<file path="config.mk">
export PLATFORM = sky130hd
export DESIGN_NAME = debug_event_pin_logic
export DESIGN_NICKNAME = d
export VERILOG_FILES = /design/src/logic/debug_event_pkg.sv /design/src/logic/debug_event_pin_logic.sv
export SDC_FILE = /design/constraint.sdc
export NUM_CORES = 1
export LEC_CHECK = 0
export ABC_CLOCK_PERIOD_IN_PS = 900
export BUFFER_PORTS_ARGS = -buffer_cell sky130_fd_sc_hd__buf_2
export CORE_AREA = 2 2 39 41
export CTS_CLUSTER_SIZE = 12
export DETAILED_ROUTE_END_ITERATION = 16
export DIE_AREA = 0 0 41 43
export MAX_ROUTING_LAYER = met4
export PLACE_DENSITY = 0.48
export SETUP_SLACK_MARGIN = 0.5
export SYNTH_ARGS = -nofsm -noshare
export SYNTH_HDL_FRONTEND = slang
export SYNTH_SLANG_ARGS = --single-unit
</file>
<file path="constraint.sdc">
create_clock -name ref_clk -period 0.9 [get_ports ref_clk]
set_input_delay 0.09 -clock ref_clk [delete_from_list [all_inputs] [get_ports ref_clk]]
set_output_delay 0.09 -clock ref_clk [all_outputs]
set_load 0.005 [all_outputs]
</file>
<file path="src/logic/debug_event_pkg.sv">
// package: constants and carrier types for the debug event pin logic
package debug_event_pkg;

  // event-in control field codes
  localparam logic [1:0] EVT_IN_BREAK = 2'h1;
  localparam logic [1:0] EVT_IN_SYNC = 2'h2;

  // event-out select field codes
  localparam logic [1:0] EVT_OUT_DEBUG_ENTRY = 2'h1;
  localparam logic [1:0] EVT_OUT_UNIT_HIT = 2'h2;
  localparam logic [1:0] EVT_OUT_TRACE = 2'h3;

  // number of breakpoint and watchpoint units
  localparam int UNIT_COUNT = 4;

  // idle level of the active-low event output pin
  localparam logic EVT_OUT_IDLE = 1'b1;

  // debug control fields driven by software
  typedef struct packed {
    logic [1:0] eventInControl;
    logic [1:0] eventOutSelect;
  } debug_control_reg_t;

  // per-unit control: event-output enable bit
  typedef struct packed {
    logic [UNIT_COUNT-1:0] eventOutEnable;
  } unit_control_t;

  // debug status visible to software
  typedef struct packed {
    logic externalBreakFlag;
  } debug_status_reg_t;

endpackage : debug_event_pkg

</file>
<file path="src/logic/debug_event_pin_logic.sv">
// module: event input and event output pin logic of the on-chip debugger
// Operation
// RL1: code 01 makes falling input edge break
// RL2: equipment holds input low one clock
// RL3: input break sets external break flag
// RL4: code 01 pulses output low on entry
// RL5: code 10 shows enabled unit hits
// RL6: each unit has event-output enable bit
// RL7: input pin may request trace sync
// RL8: output pin may carry trace timing
// RL9: other input codes raise no break
`timescale 1ns/1ps
`default_nettype none

module debug_event_pin_logic
  import debug_event_pkg::*;
(
  input wire logic ref_clk, // 40 MHz cpu clock
  input wire logic reset, // synchronous, active high
  input wire debug_event_pkg::debug_control_reg_t debugControl, // control
  input wire debug_event_pkg::unit_control_t unitControl, // unit enables
  input wire logic [debug_event_pkg::UNIT_COUNT-1:0] unitHit, // unit hits
  input wire logic debugEntry, // pulse: cpu enters debug mode
  input wire logic clearStatus, // pulse: software clears status
  input wire logic traceTiming, // trace timing level
  input wire logic event_in_pin, // event input pin
  output logic breakRequest, // pulse: stop execution
  output logic traceSyncRequest, // pulse: emit trace sync message
  output debug_event_pkg::debug_status_reg_t debugStatus, // status
  output logic event_out_pin // event output pin, active low
);

  import debug_event_pkg::*;

  // ------------------------------------------------------------
  // input edge detection
  // ------------------------------------------------------------
  logic eventInPrev_r;
  logic eventInPrev_nxt;
  logic fallEdge;

  always_comb
  begin
    eventInPrev_nxt = event_in_pin;
  end

  // RL2: edge taken one clock after fall
  assign fallEdge = eventInPrev_r & ~event_in_pin;

  always_ff @(posedge ref_clk)
  begin
    if (reset)
      eventInPrev_r <= 1'b1;
    else
      eventInPrev_r <= eventInPrev_nxt;
  end

  // ------------------------------------------------------------
  // break, sync and status
  // ------------------------------------------------------------
  logic break_r;
  logic break_nxt;
  logic sync_r;
  logic sync_nxt;
  logic extBreak_r;
  logic extBreak_nxt;

  always_comb
  begin
    // RL1: break on falling edge
    // RL9: only break code qualifies
    break_nxt = fallEdge && (debugControl.eventInControl == EVT_IN_BREAK);
    // RL7: trace sync alternative
    sync_nxt = fallEdge && (debugControl.eventInControl == EVT_IN_SYNC);
    // RL3: set wins over clear
    extBreak_nxt = extBreak_r;
    if (clearStatus)
      extBreak_nxt = 1'b0;
    if (break_nxt)
      extBreak_nxt = 1'b1;
  end

  always_ff @(posedge ref_clk)
  begin
    if (reset)
    begin
      break_r <= 1'b0;
      sync_r <= 1'b0;
      extBreak_r <= 1'b0;
    end
    else
    begin
      break_r <= break_nxt;
      sync_r <= sync_nxt;
      extBreak_r <= extBreak_nxt;
    end
  end

  assign breakRequest = break_r;
  assign traceSyncRequest = sync_r;
  assign debugStatus.externalBreakFlag = extBreak_r;

  // ------------------------------------------------------------
  // event output pin
  // ------------------------------------------------------------
  logic [UNIT_COUNT-1:0] gatedHit;
  logic evtOut_r;
  logic evtOut_nxt;

  // RL6: per-unit enable gates each hit
  genvar u;
  generate
    for (u = 0; u < UNIT_COUNT; u++)
    begin : g_unit
      assign gatedHit[u] = unitHit[u] & unitControl.eventOutEnable[u];
    end
  endgenerate

  always_comb
  begin
    evtOut_nxt = EVT_OUT_IDLE;
    unique case (debugControl.eventOutSelect)
      // RL4: one-clock low on entry
      EVT_OUT_DEBUG_ENTRY: evtOut_nxt = ~debugEntry;
      // RL5: enabled hit status, low active
      EVT_OUT_UNIT_HIT: evtOut_nxt = ~(|gatedHit);
      // RL8: trace timing alternative
      EVT_OUT_TRACE: evtOut_nxt = traceTiming;
      default: evtOut_nxt = EVT_OUT_IDLE;
    endcase
  end

  always_ff @(posedge ref_clk)
  begin
    if (reset)
      evtOut_r <= EVT_OUT_IDLE;
    else
      evtOut_r <= evtOut_nxt;
  end

  assign event_out_pin = evtOut_r;

endmodule : debug_event_pin_logic

`default_nettype wire

</file>
Word-level counts from Yosys, hierarchy flattened

Index checks and enable logic that the tools add are counted.

Bits in registers: 5
Input port bits: 18
Output and inout bits: 4
Logic and storage cells: 25

Equality and inequality tests: 5
Mux-type cells: 3
Bitwise gates (word level): 8
Reductions and logical operators: 4

Operators with widths:

| kind                                                                   | count |
|---|---|
| 2-bit equality test (second input constant)                            | 3 |
| 1-bit AND                                                              | 5 |
| 2-bit by 1-bit equality test with 1-bit output (second input constant) | 2 |
| 4-bit OR reduction                                                     | 1 |
| 1-bit inverter                                                         | 3 |
| 1-bit one-hot mux with 3 select lines                                  | 1 |
| 1-bit logical AND                                                      | 2 |
| 1-bit two-way mux                                                      | 2 |
| 2-bit nonzero test                                                     | 1 |

Depth between registers and ports, before layout

Gate-level depths: netlist of the first run.

Word-level depth: 4
Depth in mapped cells: 3

Worst setup path before layout of the first run

Ideal clock, no wire load.

Path type: in2reg
Start point: in unitHit[1] (netlist bit)
End point: reg evtOut_r, in the netlist event_out_pin
Library setup time: 0.127 ns
Arrival: 0.629 ns
Path slack: 0.144 ns
Stages on the path: 3
Path buffers: 0
Cells stage by stage: a222oi_1 -> and4b_1 -> or3_1

Cells in the longest elaborated chain, start to end: 4

Ends and longest elaborated chain:

| what                                  | line                         | RTL |
|---|---|---|
| start, declared                       | debug_event_pin_logic.sv:22  | `input wire logic [debug_event_pkg::UNIT_COUNT-1:0] unitHit,` |
| 1-bit AND                             | debug_event_pin_logic.sv:115 | `assign gatedHit[u] = unitHit[u] & unitControl.eventOutEnable[u];` |
| 4-bit OR reduction                    | debug_event_pin_logic.sv:126 | `EVT_OUT_UNIT_HIT: evtOut_nxt = ~(\|gatedHit);` |
| 1-bit inverter                        | debug_event_pin_logic.sv:126 |  |
| 1-bit one-hot mux with 3 select lines | debug_event_pin_logic.sv:122 | `unique case (debugControl.eventOutSelect)` |
| end signal, assigned                  | debug_event_pin_logic.sv:138 | `evtOut_r <= evtOut_nxt;` |
| end, declared                         | debug_event_pin_logic.sv:107 | `logic evtOut_r;` |

No other way between the ends.
A chain may end at the register's enable or synchronous reset.

Worst setup path in the final report of the first run

Start point: reg extBreak_r, in the netlist debugStatus
End point: out debugStatus

RTL lines:

| what                   | line                        | RTL |
|---|---|---|
| start, declared        | debug_event_pin_logic.sv:65 | `logic extBreak_r;` |
| start signal, assigned | debug_event_pin_logic.sv:95 | `extBreak_r <= extBreak_nxt;` |
| end, declared          | debug_event_pin_logic.sv:29 | `output debug_event_pkg::debug_status_reg_t debugStatus,` |

No word-level cell between the ends.

==> metrics.txt, run 1 <==
# TYPE chip_impl_metric gauge
chip_impl_info{name="result_of_the_run",value="completed"} 1
chip_impl_info{name="cts_tree",value="built"} 1
chip_impl_metric{name="cp.buffers_inverters",unit=""} 1
chip_impl_metric{name="cpPeakStageDelay",unit="ns"} 0.32
chip_impl_metric{name="place_inst",unit=""} 58
chip_impl_metric{name="worst_slack",unit="ns"} 0.1508
chip_impl_metric{name="gp_congestion",unit=""} 0.6616
chip_impl_metric{name="avgSynthCellArea",unit="um^2"} 8.997
chip_impl_metric{name="die-area",unit="um^2"} 1763
chip_impl_metric{name="dp_slack",unit="ns"} 0.01211
chip_impl_metric{name="vias_in_the_first_global_route",unit=""} 228
chip_impl_metric{name="route.vias.total",unit=""} 258
chip_impl_metric{name="reg2reg_depth",unit=""} 2
chip_impl_metric{name="antenna_violations_before_repair",unit=""} 0
chip_impl_metric{name="route.final.wire_length",unit="um"} 555
chip_impl_info{name="hold_end",value="traceSyncRequest"} 1
chip_impl_metric{name="cts_max_path_buffers",unit=""} 2
chip_impl_info{name="reg2reg_to",value="traceSyncRequest"} 1
chip_impl_info{name="startpoint_type",value="flop"} 1
chip_impl_metric{name="yosys_warnings",unit=""} 0
chip_impl_metric{name="antenna-diode-count",unit=""} 0
chip_impl_metric{name="power_per_cell_area",unit="nW/um^2"} 1481
chip_impl_metric{name="worst_slew_margin_rel",unit=""} 0.7700
chip_impl_metric{name="p_clk_frac",unit=""} 0.438
chip_impl_info{name="synth_top_area_cell",value="dfxtp_1"} 1
chip_impl_metric{name="critical_path.max_fanout",unit=""} 2
chip_impl_metric{name="comb_power_share",unit=""} 0.154
chip_impl_metric{name="wire_length_of_the_first_global_routing_pass",unit="um"} 828
chip_impl_metric{name="achievable-frequency",unit="MHz"} 1335
chip_impl_metric{name="clkLatencyLatePin",unit="ns"} 0.24
chip_impl_metric{name="cts_setup_buffers",unit=""} 0
chip_impl_metric{name="avgViaCountPerCell",unit=""} 4.161
chip_impl_metric{name="finalMaxSlewViolations",unit=""} 0
chip_impl_info{name="worstPathCellList",value="buf_6"} 1
chip_impl_metric{name="floorplan_row_count",unit=""} 14
chip_impl_metric{name="clock-skew-final",unit="ns"} 0.0007149
chip_impl_info{name="crit_path_end_kind",value="primary output"} 1
chip_impl_metric{name="cp_data_required_time",unit="ns"} 0.81
chip_impl_metric{name="number_of_nets_in_the_finished_design",unit=""} 65
chip_impl_info{name="mostFrequentLayoutCell",value="buf_2"} 1
chip_impl_metric{name="synthesis.instances",unit=""} 21
chip_impl_metric{name="worst_margin_pin_slew",unit="ns"} 0.3450
chip_impl_metric{name="final_layout_size_suffix_gt1_frac",unit=""} 0.6304
chip_impl_metric{name="first_pass_iters",unit=""} 3
chip_impl_metric{name="cts_inserted_buffers",unit=""} 3
chip_impl_info{name="grt_setup_unrepaired",value="yes"} 1
chip_impl_metric{name="path_clk_slew",unit="ns"} 0.04
chip_impl_metric{name="die_h",unit="um"} 43
chip_impl_info{name="timing_worst_setup_path_type",value="reg2out"} 1
chip_impl_metric{name="crit_cells",unit=""} 1
chip_impl_metric{name="report.final.hold_viol_count",unit=""} 0
chip_impl_metric{name="finalCoreUtilization",unit=""} 0.2821
chip_impl_metric{name="min_period",unit="ns"} 0.7492
chip_impl_metric{name="setup-tns-final",unit="ns"} 0
chip_impl_metric{name="total_leakage_power",unit="nW"} 0.1969
chip_impl_metric{name="min_delay_path_depth",unit=""} 2
chip_impl_metric{name="initial_utilization",unit=""} 0.1365
chip_impl_metric{name="congestion_overflow_gr",unit=""} 0
chip_impl_metric{name="largest_net_degree_at_the_start_of_global_routing",unit=""} 4
chip_impl_metric{name="timing.reg2reg.setup_slack",unit="ns"} 0.30
chip_impl_info{name="final_cell_mix",value="buf_2 (16), buf_6 (5)"} 1
chip_impl_metric{name="remaining_number_of_nets_flagged_by_the_antenna_check_after_routing",unit=""} 0
chip_impl_metric{name="global_route.usage.total",unit=""} 0.08025
chip_impl_info{name="hold_path.class",value="in2reg"} 1
chip_impl_info{name="critical_path.slowest_cell",value="dfxtp_2"} 1
chip_impl_metric{name="ios",unit=""} 22
chip_impl_metric{name="placement.io_buffers",unit=""} 21
chip_impl_metric{name="drc_errors",unit=""} 0
chip_impl_metric{name="core",unit="um^2"} 1384
chip_impl_info{name="worst_r2r_startpoint",value="eventInPrev_r"} 1
chip_impl_metric{name="synthDistinctLibCells",unit=""} 12
chip_impl_metric{name="internal-power",unit="W"} 0.0004570
chip_impl_metric{name="area_growth",unit="%"} 106.6
chip_impl_metric{name="post_cts_hold_buffers",unit=""} 0
chip_impl_metric{name="final.period_utilization",unit=""} 0.8324
chip_impl_metric{name="synth_area",unit="um^2"} 188.9
chip_impl_metric{name="cap_viol_max_count",unit=""} 0
chip_impl_info{name="synth.area.top_cells",value="dfxtp_1 (53%), nand2_1 (7.9%), nor2_1 (6.0%), a222oi_1 (5.3%), and4b_1 (5.3%)"} 1
chip_impl_metric{name="final-instance-count-excl-fill",unit=""} 62
chip_impl_metric{name="mappedNetlistNets",unit=""} 39
chip_impl_metric{name="cts_max_level",unit=""} 1
chip_impl_metric{name="synth_sequential_area_ratio",unit=""} 0.5298
chip_impl_metric{name="power.sequential.fraction",unit=""} 0.408
chip_impl_metric{name="synthDominantCellAreaShare",unit=""} 0.5298
chip_impl_metric{name="die_width",unit="um"} 41
chip_impl_metric{name="switching_fraction",unit=""} 0.2097
chip_impl_metric{name="ffs_latches_synth",unit=""} 5
chip_impl_metric{name="vdd_ir_drop_max",unit="V"} 0.0005298
chip_impl_info{name="cts-root-buf",value="clkbuf_4"} 1
chip_impl_metric{name="clkSinkCount",unit=""} 5
chip_impl_metric{name="first_iter_violations",unit=""} 4
chip_impl_metric{name="critical_path_arrival",unit="ns"} 0.66
chip_impl_info{name="min-delay-start",value="debugControl[2]"} 1
chip_impl_metric{name="setup_viol_count_final",unit=""} 0
chip_impl_metric{name="route.detailed.wl_per_inst",unit="um"} 8.952
chip_impl_info{name="path_delay_family",value="flip-flops"} 1
chip_impl_metric{name="fill_cells",unit=""} 156
chip_impl_metric{name="switchingPower",unit="W"} 0.0001212
[area by class of cell]
| class | count | area [um^2] | share of cell area |
|---|---|---|---|
| timing repair buffer | 21 | 136.4 | 0.3494 |
| sequential | 5 | 102.6 | 0.2628 |
| multi-input combinational | 15 | 101.3 | 0.2596 |
| clock buffer | 4 | 26.28 | 0.06731 |
| tap | 16 | 20.02 | 0.05128 |
| inverter | 1 | 3.754 | 0.009615 |
[power groups by stage]
stage	Combinational (W)	Clock (W)	Sequential [W]
5_1_grt	0.0000995	0.000274	0.000237
6_report	0.0000890	0.000253	0.000236
4_1_cts	0.0000817	0.000266	0.000235
3_3_place_gp	0.0000682	0	0.000238
3_5_place_dp	0.0000691	0	0.000238
2_1_floorplan	0.0000207	0	0.000239
[synth_stat cells, drive strengths merged]
library cell and n:
and3b 1, a222oi 1, nor2 3, or3 1
nor3b 1, o21ai 1, nand2b 1, dfxtp 5
inv 1, and4b 1, a21oi 1, nand2 4
[worst max-delay path by stage]
| stage | start | to | slack [ns] |
|---|---|---|---|
| after floorplan | debugControl[1] | event_out_pin | 0.15 |
| after global placement | debugControl[1] | event_out_pin | 0.02 |
| after detailed placement | debugControl[1] | event_out_pin | 0.01 |
| after CTS | debugStatus | debugStatus | 0.14 |
| after global routing | unitHit[1] | event_out_pin | 0.13 |
| final | debugStatus | debugStatus | 0.15 |
[logic make-up (layout without fill, tap and decap cells)]
group / Yosys count / in the layout / synth area share
AO/OA/AOI/OAI: 3 / 3 / 0.1059
buffers and inverters: 1 / 26 / 0.01985
flip-flops: 5 / 5 / 0.5298
AND/OR/NAND/NOR: 12 / 12 / 0.3444
[what timing repair did]
action,4_1_cts,5_1_grt
resized for setup,7,3
setup endpoints to repair,8,8
pin swaps,3,1
[metal layers]
metal,track usage,wire length [um]
met4,0.04000,5
met3,0.06806,83
met2,0.1281,302
met5,-,0
met1,0.05788,164
[per-stage QoR]
step	area, um^2	power (W)	hold WS, ns
after global placement	315.3	0.0003063	0.2747
after floorplan	190.2	0.0002597	0.1661
after detailed placement	315.3	0.0003072	0.2761
after global routing	390.4	0.0006103	0.03785
final	390.4	0.0005783	0.03334
after CTS	375.4	0.0005832	0.02727
[sequential cells by signal, indices dropped and copies added (netlist names)]
| name | cells |
|---|---|
| breakRequest | 1 |
| debugStatus | 1 |
| eventInPrev_r | 1 |
| event_out_pin | 1 |
| traceSyncRequest | 1 |
No activity file was read; power rests on OpenSTA's default activity.
==> inputs of run 2 (changes only) <==
--- a/config.mk
+++ b/config.mk
@@ -5,7 +5,7 @@
 export SDC_FILE = /design/constraint.sdc
 export NUM_CORES = 1
 export LEC_CHECK = 0
-export ABC_CLOCK_PERIOD_IN_PS = 900
+export ABC_CLOCK_PERIOD_IN_PS = 800
 export BUFFER_PORTS_ARGS = -buffer_cell sky130_fd_sc_hd__buf_2
 export CORE_AREA = 2 2 39 41
 export CTS_CLUSTER_SIZE = 12
==> constraint.sdc (replaced) <==
create_clock -name ref_clk -period 0.8 [get_ports ref_clk]
set_input_delay 0.08 -clock ref_clk [delete_from_list [all_inputs] [get_ports ref_clk]]
set_output_delay 0.08 -clock ref_clk [all_outputs]
set_load 0.005 [all_outputs]
==> metrics.txt, run 2 (same netlist as run 1, synthesis figures left out) <==
# TYPE chip_impl_metric gauge
chip_impl_metric{name="setup_viol_count_final",unit=""} 0
chip_impl_metric{name="cp_data_required_time",unit="ns"} 0.72
chip_impl_metric{name="cap_viol_max_count",unit=""} 0
chip_impl_metric{name="first_iter_violations",unit=""} 7
chip_impl_metric{name="drc_errors",unit=""} 0
chip_impl_info{name="path_delay_family",value="flip-flops"} 1
chip_impl_metric{name="number_of_nets_in_the_finished_design",unit=""} 66
chip_impl_metric{name="path_clk_slew",unit="ns"} 0.04
chip_impl_metric{name="route.final.wire_length",unit="um"} 541
chip_impl_metric{name="route.detailed.wl_per_inst",unit="um"} 8.587
chip_impl_metric{name="critical_path_arrival",unit="ns"} 0.66
chip_impl_metric{name="die_h",unit="um"} 43
chip_impl_metric{name="report.final.hold_viol_count",unit=""} 0
chip_impl_info{name="startpoint",value="debugStatus"} 1
chip_impl_metric{name="largest_net_degree_at_the_start_of_global_routing",unit=""} 4
chip_impl_metric{name="remaining_number_of_nets_flagged_by_the_antenna_check_after_routing",unit=""} 0
chip_impl_info{name="timing_worst_setup_path_type",value="reg2out"} 1
chip_impl_metric{name="min_period",unit="ns"} 0.7403
chip_impl_info{name="mostFrequentLayoutCell",value="buf_2"} 1
chip_impl_info{name="grt_setup_unrepaired",value="yes"} 1
chip_impl_metric{name="power_per_cell_area",unit="nW/um^2"} 1559
chip_impl_metric{name="core",unit="um^2"} 1384
chip_impl_info{name="min-delay-start",value="debugControl[2]"} 1
chip_impl_metric{name="finalCoreUtilization",unit=""} 0.3101
chip_impl_metric{name="hold_slack",unit="ns"} 0.01431
chip_impl_metric{name="worst_slack",unit="ns"} 0.05973
chip_impl_metric{name="vdd_ir_drop_max",unit="V"} 0.0004542
chip_impl_info{name="result_of_the_run",value="completed"} 1
chip_impl_info{name="crit_path_end_kind",value="primary output"} 1
chip_impl_metric{name="critical_path.max_fanout",unit=""} 2
chip_impl_metric{name="ios",unit=""} 22
chip_impl_metric{name="die_width",unit="um"} 41
chip_impl_info{name="startpoint_type",value="flop"} 1
chip_impl_metric{name="wire_length_of_the_first_global_routing_pass",unit="um"} 848
chip_impl_metric{name="route.vias.total",unit=""} 248
chip_impl_metric{name="fill_cells",unit=""} 142
chip_impl_metric{name="vias_in_the_first_global_route",unit=""} 236
chip_impl_metric{name="gp_congestion",unit=""} 0.6156
chip_impl_metric{name="clkLatencyLatePin",unit="ns"} 0.24
chip_impl_metric{name="global_route.usage.total",unit=""} 0.07613
chip_impl_info{name="worstPathCellList",value="buf_6"} 1
chip_impl_info{name="cts-root-buf",value="clkbuf_4"} 1
chip_impl_metric{name="clock-skew-final",unit="ns"} 0.001058
chip_impl_metric{name="dp_slack",unit="ns"} -0.07848
chip_impl_metric{name="achievable-frequency",unit="MHz"} 1351
chip_impl_info{name="final_cell_mix",value="buf_2 (14), buf_6 (6), dfxtp_2 (5)"} 1
chip_impl_metric{name="floorplan_row_count",unit=""} 14
chip_impl_metric{name="avgViaCountPerCell",unit=""} 3.937
chip_impl_metric{name="finalMaxSlewViolations",unit=""} 0
chip_impl_metric{name="first_pass_iters",unit=""} 6
chip_impl_metric{name="die-area",unit="um^2"} 1763
chip_impl_metric{name="antenna_violations_before_repair",unit=""} 0
chip_impl_metric{name="cts_max_level",unit=""} 1
chip_impl_metric{name="post_dp_hpwl",unit="um"} 433.6
chip_impl_metric{name="final_layout_size_suffix_gt1_frac",unit=""} 0.7447
chip_impl_info{name="critical_path.slowest_cell",value="dfxtp_2"} 1
chip_impl_info{name="hold_path.class",value="in2reg"} 1
chip_impl_metric{name="cts_inserted_buffers",unit=""} 3
chip_impl_metric{name="congestion_overflow_gr",unit=""} 0
chip_impl_metric{name="antenna-diode-count",unit=""} 0
chip_impl_metric{name="cp.buffers_inverters",unit=""} 1
chip_impl_info{name="worst_r2r_startpoint",value="eventInPrev_r"} 1
chip_impl_metric{name="area_growth",unit="%"} 127.2
chip_impl_metric{name="cpPeakStageDelay",unit="ns"} 0.32
chip_impl_metric{name="total_leakage_power",unit="nW"} 0.2086
chip_impl_metric{name="worst_slew_margin_rel",unit=""} 0.8448
chip_impl_metric{name="initial_utilization",unit=""} 0.1365
chip_impl_info{name="cts_tree",value="built"} 1
chip_impl_metric{name="cts_max_path_buffers",unit=""} 2
chip_impl_metric{name="worst_margin_pin_slew",unit="ns"} 0.2329
chip_impl_metric{name="placement.io_buffers",unit=""} 21
chip_impl_metric{name="final.period_utilization",unit=""} 0.9253
chip_impl_metric{name="clkSinkCount",unit=""} 5
[run 2: changes by cell type in the layout (fill, tap and decap cells not counted), sizes merged]
| cell | change |
|---|---|
| buf | +1 |
[run 2: final timing paths]
kind,to,slack (ns),cells after the start
setup / recovery,debugStatus,0.06,1
hold / removal,traceSyncRequest,0.01,2
setup reg to reg,traceSyncRequest,0.21,2
hold reg to reg,debugStatus,0.46,2
[run 2: area by class of cell]
type	count	area, um^2	share of cell area
Inverter	1	3.754	0.008746
Multi-Input combinational cell	15	112.6	0.2624
Timing Repair Buffer	22	160.2	0.3732
Clock buffer	4	26.28	0.06122
Tap cell	16	20.02	0.04665
Sequential cell	5	106.4	0.2478
[run 2: power breakdown]
group / internal (W) / total [W] / switching [W]
Sequential: 0.000263 / 0.000269 / 0.00000593
Combinational: 0.0000772 / 0.000114 / 0.0000365
Clock: 0.000188 / 0.000287 / 0.0000983
Total: 0.000528 / 0.000669 / 0.000141
[run 2: stage by stage]
| stage | setup TNS, ns | total power (W) | cell area [um^2] | instances |
|---|---|---|---|---|
| 2_1_floorplan | 0 | 0.0002942 | 200.2 | 21 |
| 3_3_place_gp | -0.06522 | 0.0003503 | 325.3 | 58 |
| 3_5_place_dp | -0.07848 | 0.0003511 | 325.3 | 58 |
| 4_1_cts | 0 | 0.0006665 | 379.1 | 62 |
| 5_1_grt | 0 | 0.0007166 | 429.2 | 63 |
| 6_report | 0 | 0.0006689 | 429.2 | 63 |
[run 2: metal layers]
layer	up-vias	wire length (um)	track usage
met2	21	261	0.1125
met5	-	0	-
met3	0	85	0.04712
li1	126	-	-
met1	101	193	0.07395
met4	0	0	0.04000
[run 2: repair_timing]
| item | in CTS | in global routing |
|---|---|---|
| setup buffers | 0 | 1 |
| gates resized for setup | 6 | 9 |
| endpoints found under the hold margin | 1 | 0 |
| pin swaps | 4 | 3 |
| setup endpoints to repair | 8 | 8 |
==> inputs of run 3 (changes only) <==
--- a/config.mk
+++ b/config.mk
@@ -12,7 +12,7 @@
 export DETAILED_ROUTE_END_ITERATION = 16
 export DIE_AREA = 0 0 41 43
 export MAX_ROUTING_LAYER = met4
-export PLACE_DENSITY = 0.48
+export PLACE_DENSITY_LB_ADDON = 0.1
 export SETUP_SLACK_MARGIN = 0.5
 export SYNTH_ARGS = -nofsm -noshare
 export SYNTH_HDL_FRONTEND = slang
==> metrics.txt, run 3 (same netlist as run 1, synthesis figures left out) <==
# TYPE chip_impl_metric gauge
chip_impl_info{name="worst_r2r_startpoint",value="eventInPrev_r"} 1
chip_impl_metric{name="cp.buffers_inverters",unit=""} 1
chip_impl_info{name="mostFrequentLayoutCell",value="buf_2"} 1
chip_impl_metric{name="vias_in_the_first_global_route",unit=""} 254
chip_impl_metric{name="routedLengthMet1",unit="um"} 164
chip_impl_metric{name="avgViaCountPerCell",unit=""} 3.855
chip_impl_metric{name="clock-skew-final",unit="ns"} 0.0005638
chip_impl_metric{name="min_period",unit="ns"} 0.7385
chip_impl_info{name="cts_tree",value="built"} 1
chip_impl_metric{name="cpPeakStageDelay",unit="ns"} 0.31
chip_impl_info{name="highest_layer",value="met4"} 1
chip_impl_metric{name="drc_errors",unit=""} 0
chip_impl_metric{name="worst_margin_pin_slew",unit="ns"} 0.3272
chip_impl_metric{name="remaining_number_of_nets_flagged_by_the_antenna_check_after_routing",unit=""} 0
chip_impl_info{name="worstPathCellList",value="buf_2"} 1
chip_impl_metric{name="clkLatencyLatePin",unit="ns"} 0.24
chip_impl_metric{name="placement.io_buffers",unit=""} 21
chip_impl_metric{name="number_of_nets_in_the_finished_design",unit=""} 65
chip_impl_info{name="crit_path_end_kind",value="primary output"} 1
chip_impl_metric{name="worst_slew_margin_rel",unit=""} 0.7819
chip_impl_metric{name="met3_length",unit="um"} 78
chip_impl_metric{name="first_iter_violations",unit=""} 1
chip_impl_metric{name="critical_path.max_fanout",unit=""} 2
chip_impl_metric{name="floorplan_row_count",unit=""} 14
chip_impl_metric{name="vdd_ir_drop_max",unit="V"} 0.0003490
chip_impl_info{name="path_delay_family",value="flip-flops"} 1
chip_impl_metric{name="antenna_violations_before_repair",unit=""} 0
chip_impl_metric{name="die-area",unit="um^2"} 1763
chip_impl_metric{name="route.vias.total",unit=""} 239
chip_impl_info{name="critical_path.slowest_cell",value="dfxtp_2"} 1
chip_impl_metric{name="final_layout_size_suffix_gt1_frac",unit=""} 0.7174
chip_impl_metric{name="achievable-frequency",unit="MHz"} 1354
chip_impl_metric{name="route.final.wire_length",unit="um"} 539
chip_impl_metric{name="finalMaxSlewViolations",unit=""} 0
chip_impl_metric{name="global_route.usage.total",unit=""} 0.08239
chip_impl_metric{name="cts_max_path_buffers",unit=""} 2
chip_impl_metric{name="total_leakage_power",unit="nW"} 0.1895
chip_impl_metric{name="post_cts_hold_buffers",unit=""} 0
chip_impl_metric{name="setup-tns-final",unit="ns"} 0
chip_impl_metric{name="wl_met2",unit="um"} 283
chip_impl_metric{name="die_h",unit="um"} 43
chip_impl_metric{name="route.detailed.wl_per_inst",unit="um"} 8.694
chip_impl_metric{name="worst_slack",unit="ns"} 0.06146
chip_impl_metric{name="largest_net_degree_at_the_start_of_global_routing",unit=""} 4
chip_impl_info{name="startpoint",value="debugStatus"} 1
chip_impl_metric{name="cts_max_level",unit=""} 1
chip_impl_metric{name="critical_path_arrival",unit="ns"} 0.66
chip_impl_metric{name="core",unit="um^2"} 1384
chip_impl_metric{name="final.period_utilization",unit=""} 0.9232
chip_impl_metric{name="finalCoreUtilization",unit=""} 0.2731
chip_impl_metric{name="cap_viol_max_count",unit=""} 0
chip_impl_metric{name="setup_viol_count_final",unit=""} 0
chip_impl_info{name="timing_worst_setup_path_type",value="reg2out"} 1
chip_impl_metric{name="antenna-diode-count",unit=""} 0
chip_impl_metric{name="area_growth",unit="%"} 100.0
chip_impl_info{name="final_cell_mix",value="buf_2 (19), dfxtp_2 (5), nand2_1 (3), clkbuf_4 (3)"} 1
chip_impl_metric{name="clkSinkCount",unit=""} 5
chip_impl_info{name="result_of_the_run",value="completed"} 1
chip_impl_metric{name="total_power",unit="W"} 0.0006387
chip_impl_metric{name="wire_length_of_the_first_global_routing_pass",unit="um"} 855
chip_impl_metric{name="ios",unit=""} 22
chip_impl_metric{name="report.final.hold_viol_count",unit=""} 0
chip_impl_metric{name="power_per_cell_area",unit="nW/um^2"} 1690
chip_impl_info{name="cts-root-buf",value="clkbuf_4"} 1
chip_impl_metric{name="cts_inserted_buffers",unit=""} 3
chip_impl_metric{name="congestion_overflow_gr",unit=""} 0
chip_impl_info{name="hold_path.class",value="in2reg"} 1
chip_impl_metric{name="cts_setup_buffers",unit=""} 0
chip_impl_metric{name="dp_slack",unit="ns"} -0.1317
chip_impl_info{name="grt_setup_unrepaired",value="yes"} 1
chip_impl_info{name="min-delay-start",value="debugControl[2]"} 1
chip_impl_metric{name="gp_congestion",unit=""} 0.5596
chip_impl_metric{name="cp_data_required_time",unit="ns"} 0.72
chip_impl_metric{name="first_pass_iters",unit=""} 4
chip_impl_metric{name="fill_cells",unit=""} 159
chip_impl_metric{name="initial_utilization",unit=""} 0.1365
chip_impl_metric{name="die_width",unit="um"} 41
chip_impl_metric{name="path_clk_slew",unit="ns"} 0.04
chip_impl_info{name="startpoint_type",value="flop"} 1
run 3: cell types whose count changed in the layout (fill, tap and decap cells not counted), sizes merged:
cell / before / now
buf: 22 / 21
run 3: final cells by class:
type,count,area (um^2),area share
inverter,1,3.754,0.009934
multi-input combinational,15,103.9,0.2748
sequential,5,106.4,0.2815
tap,16,20.02,0.05298
timing repair buffer,21,117.6,0.3113
clock buffer,4,26.28,0.06954
run 3: power breakdown:
| part | total (W) | switching [W] | internal (W) |
|---|---|---|---|
| Clock | 0.000281 | 0.0000929 | 0.000188 |
| Sequential | 0.000265 | 0.00000296 | 0.000262 |
| Combinational | 0.0000924 | 0.0000350 | 0.0000574 |
| Total | 0.000639 | 0.000131 | 0.000508 |
run 3: metal layers:
metal | up-vias | GRT usage
met1 | 94 | 0.06129
met2 | 20 | 0.1250
met3 | 2 | 0.01571
li1 | 123 | -
met4 | 0 | 0.1200
met5 | - | -
run 3: repair_timing:
action	4_1_cts	5_1_grt
endpoints found under the hold margin	0	0
gates cloned	0	0
resized for setup	5	2
pin swaps	3	3
endpoints found under the setup margin	8	8
run 3: worst paths after layout:
path / to / slack [ns] / cells after the start
worst min-delay path: traceSyncRequest / 0.02 / 2
worst max register to register: traceSyncRequest / 0.21 / 2
worst min register to register: debugStatus / 0.44 / 2
worst max-delay path: debugStatus / 0.06 / 1
run 3: stage by stage:
step                      cell area (um^2)  hold slack, ns  instances
after CTS                            370.4        0.008112         62
after detailed placement             325.3          0.2577         58
after floorplan                      200.2          0.1487         21
after global placement               325.3          0.2539         58
final                                377.9         0.02188         62
after global routing                 377.9         0.01234         62
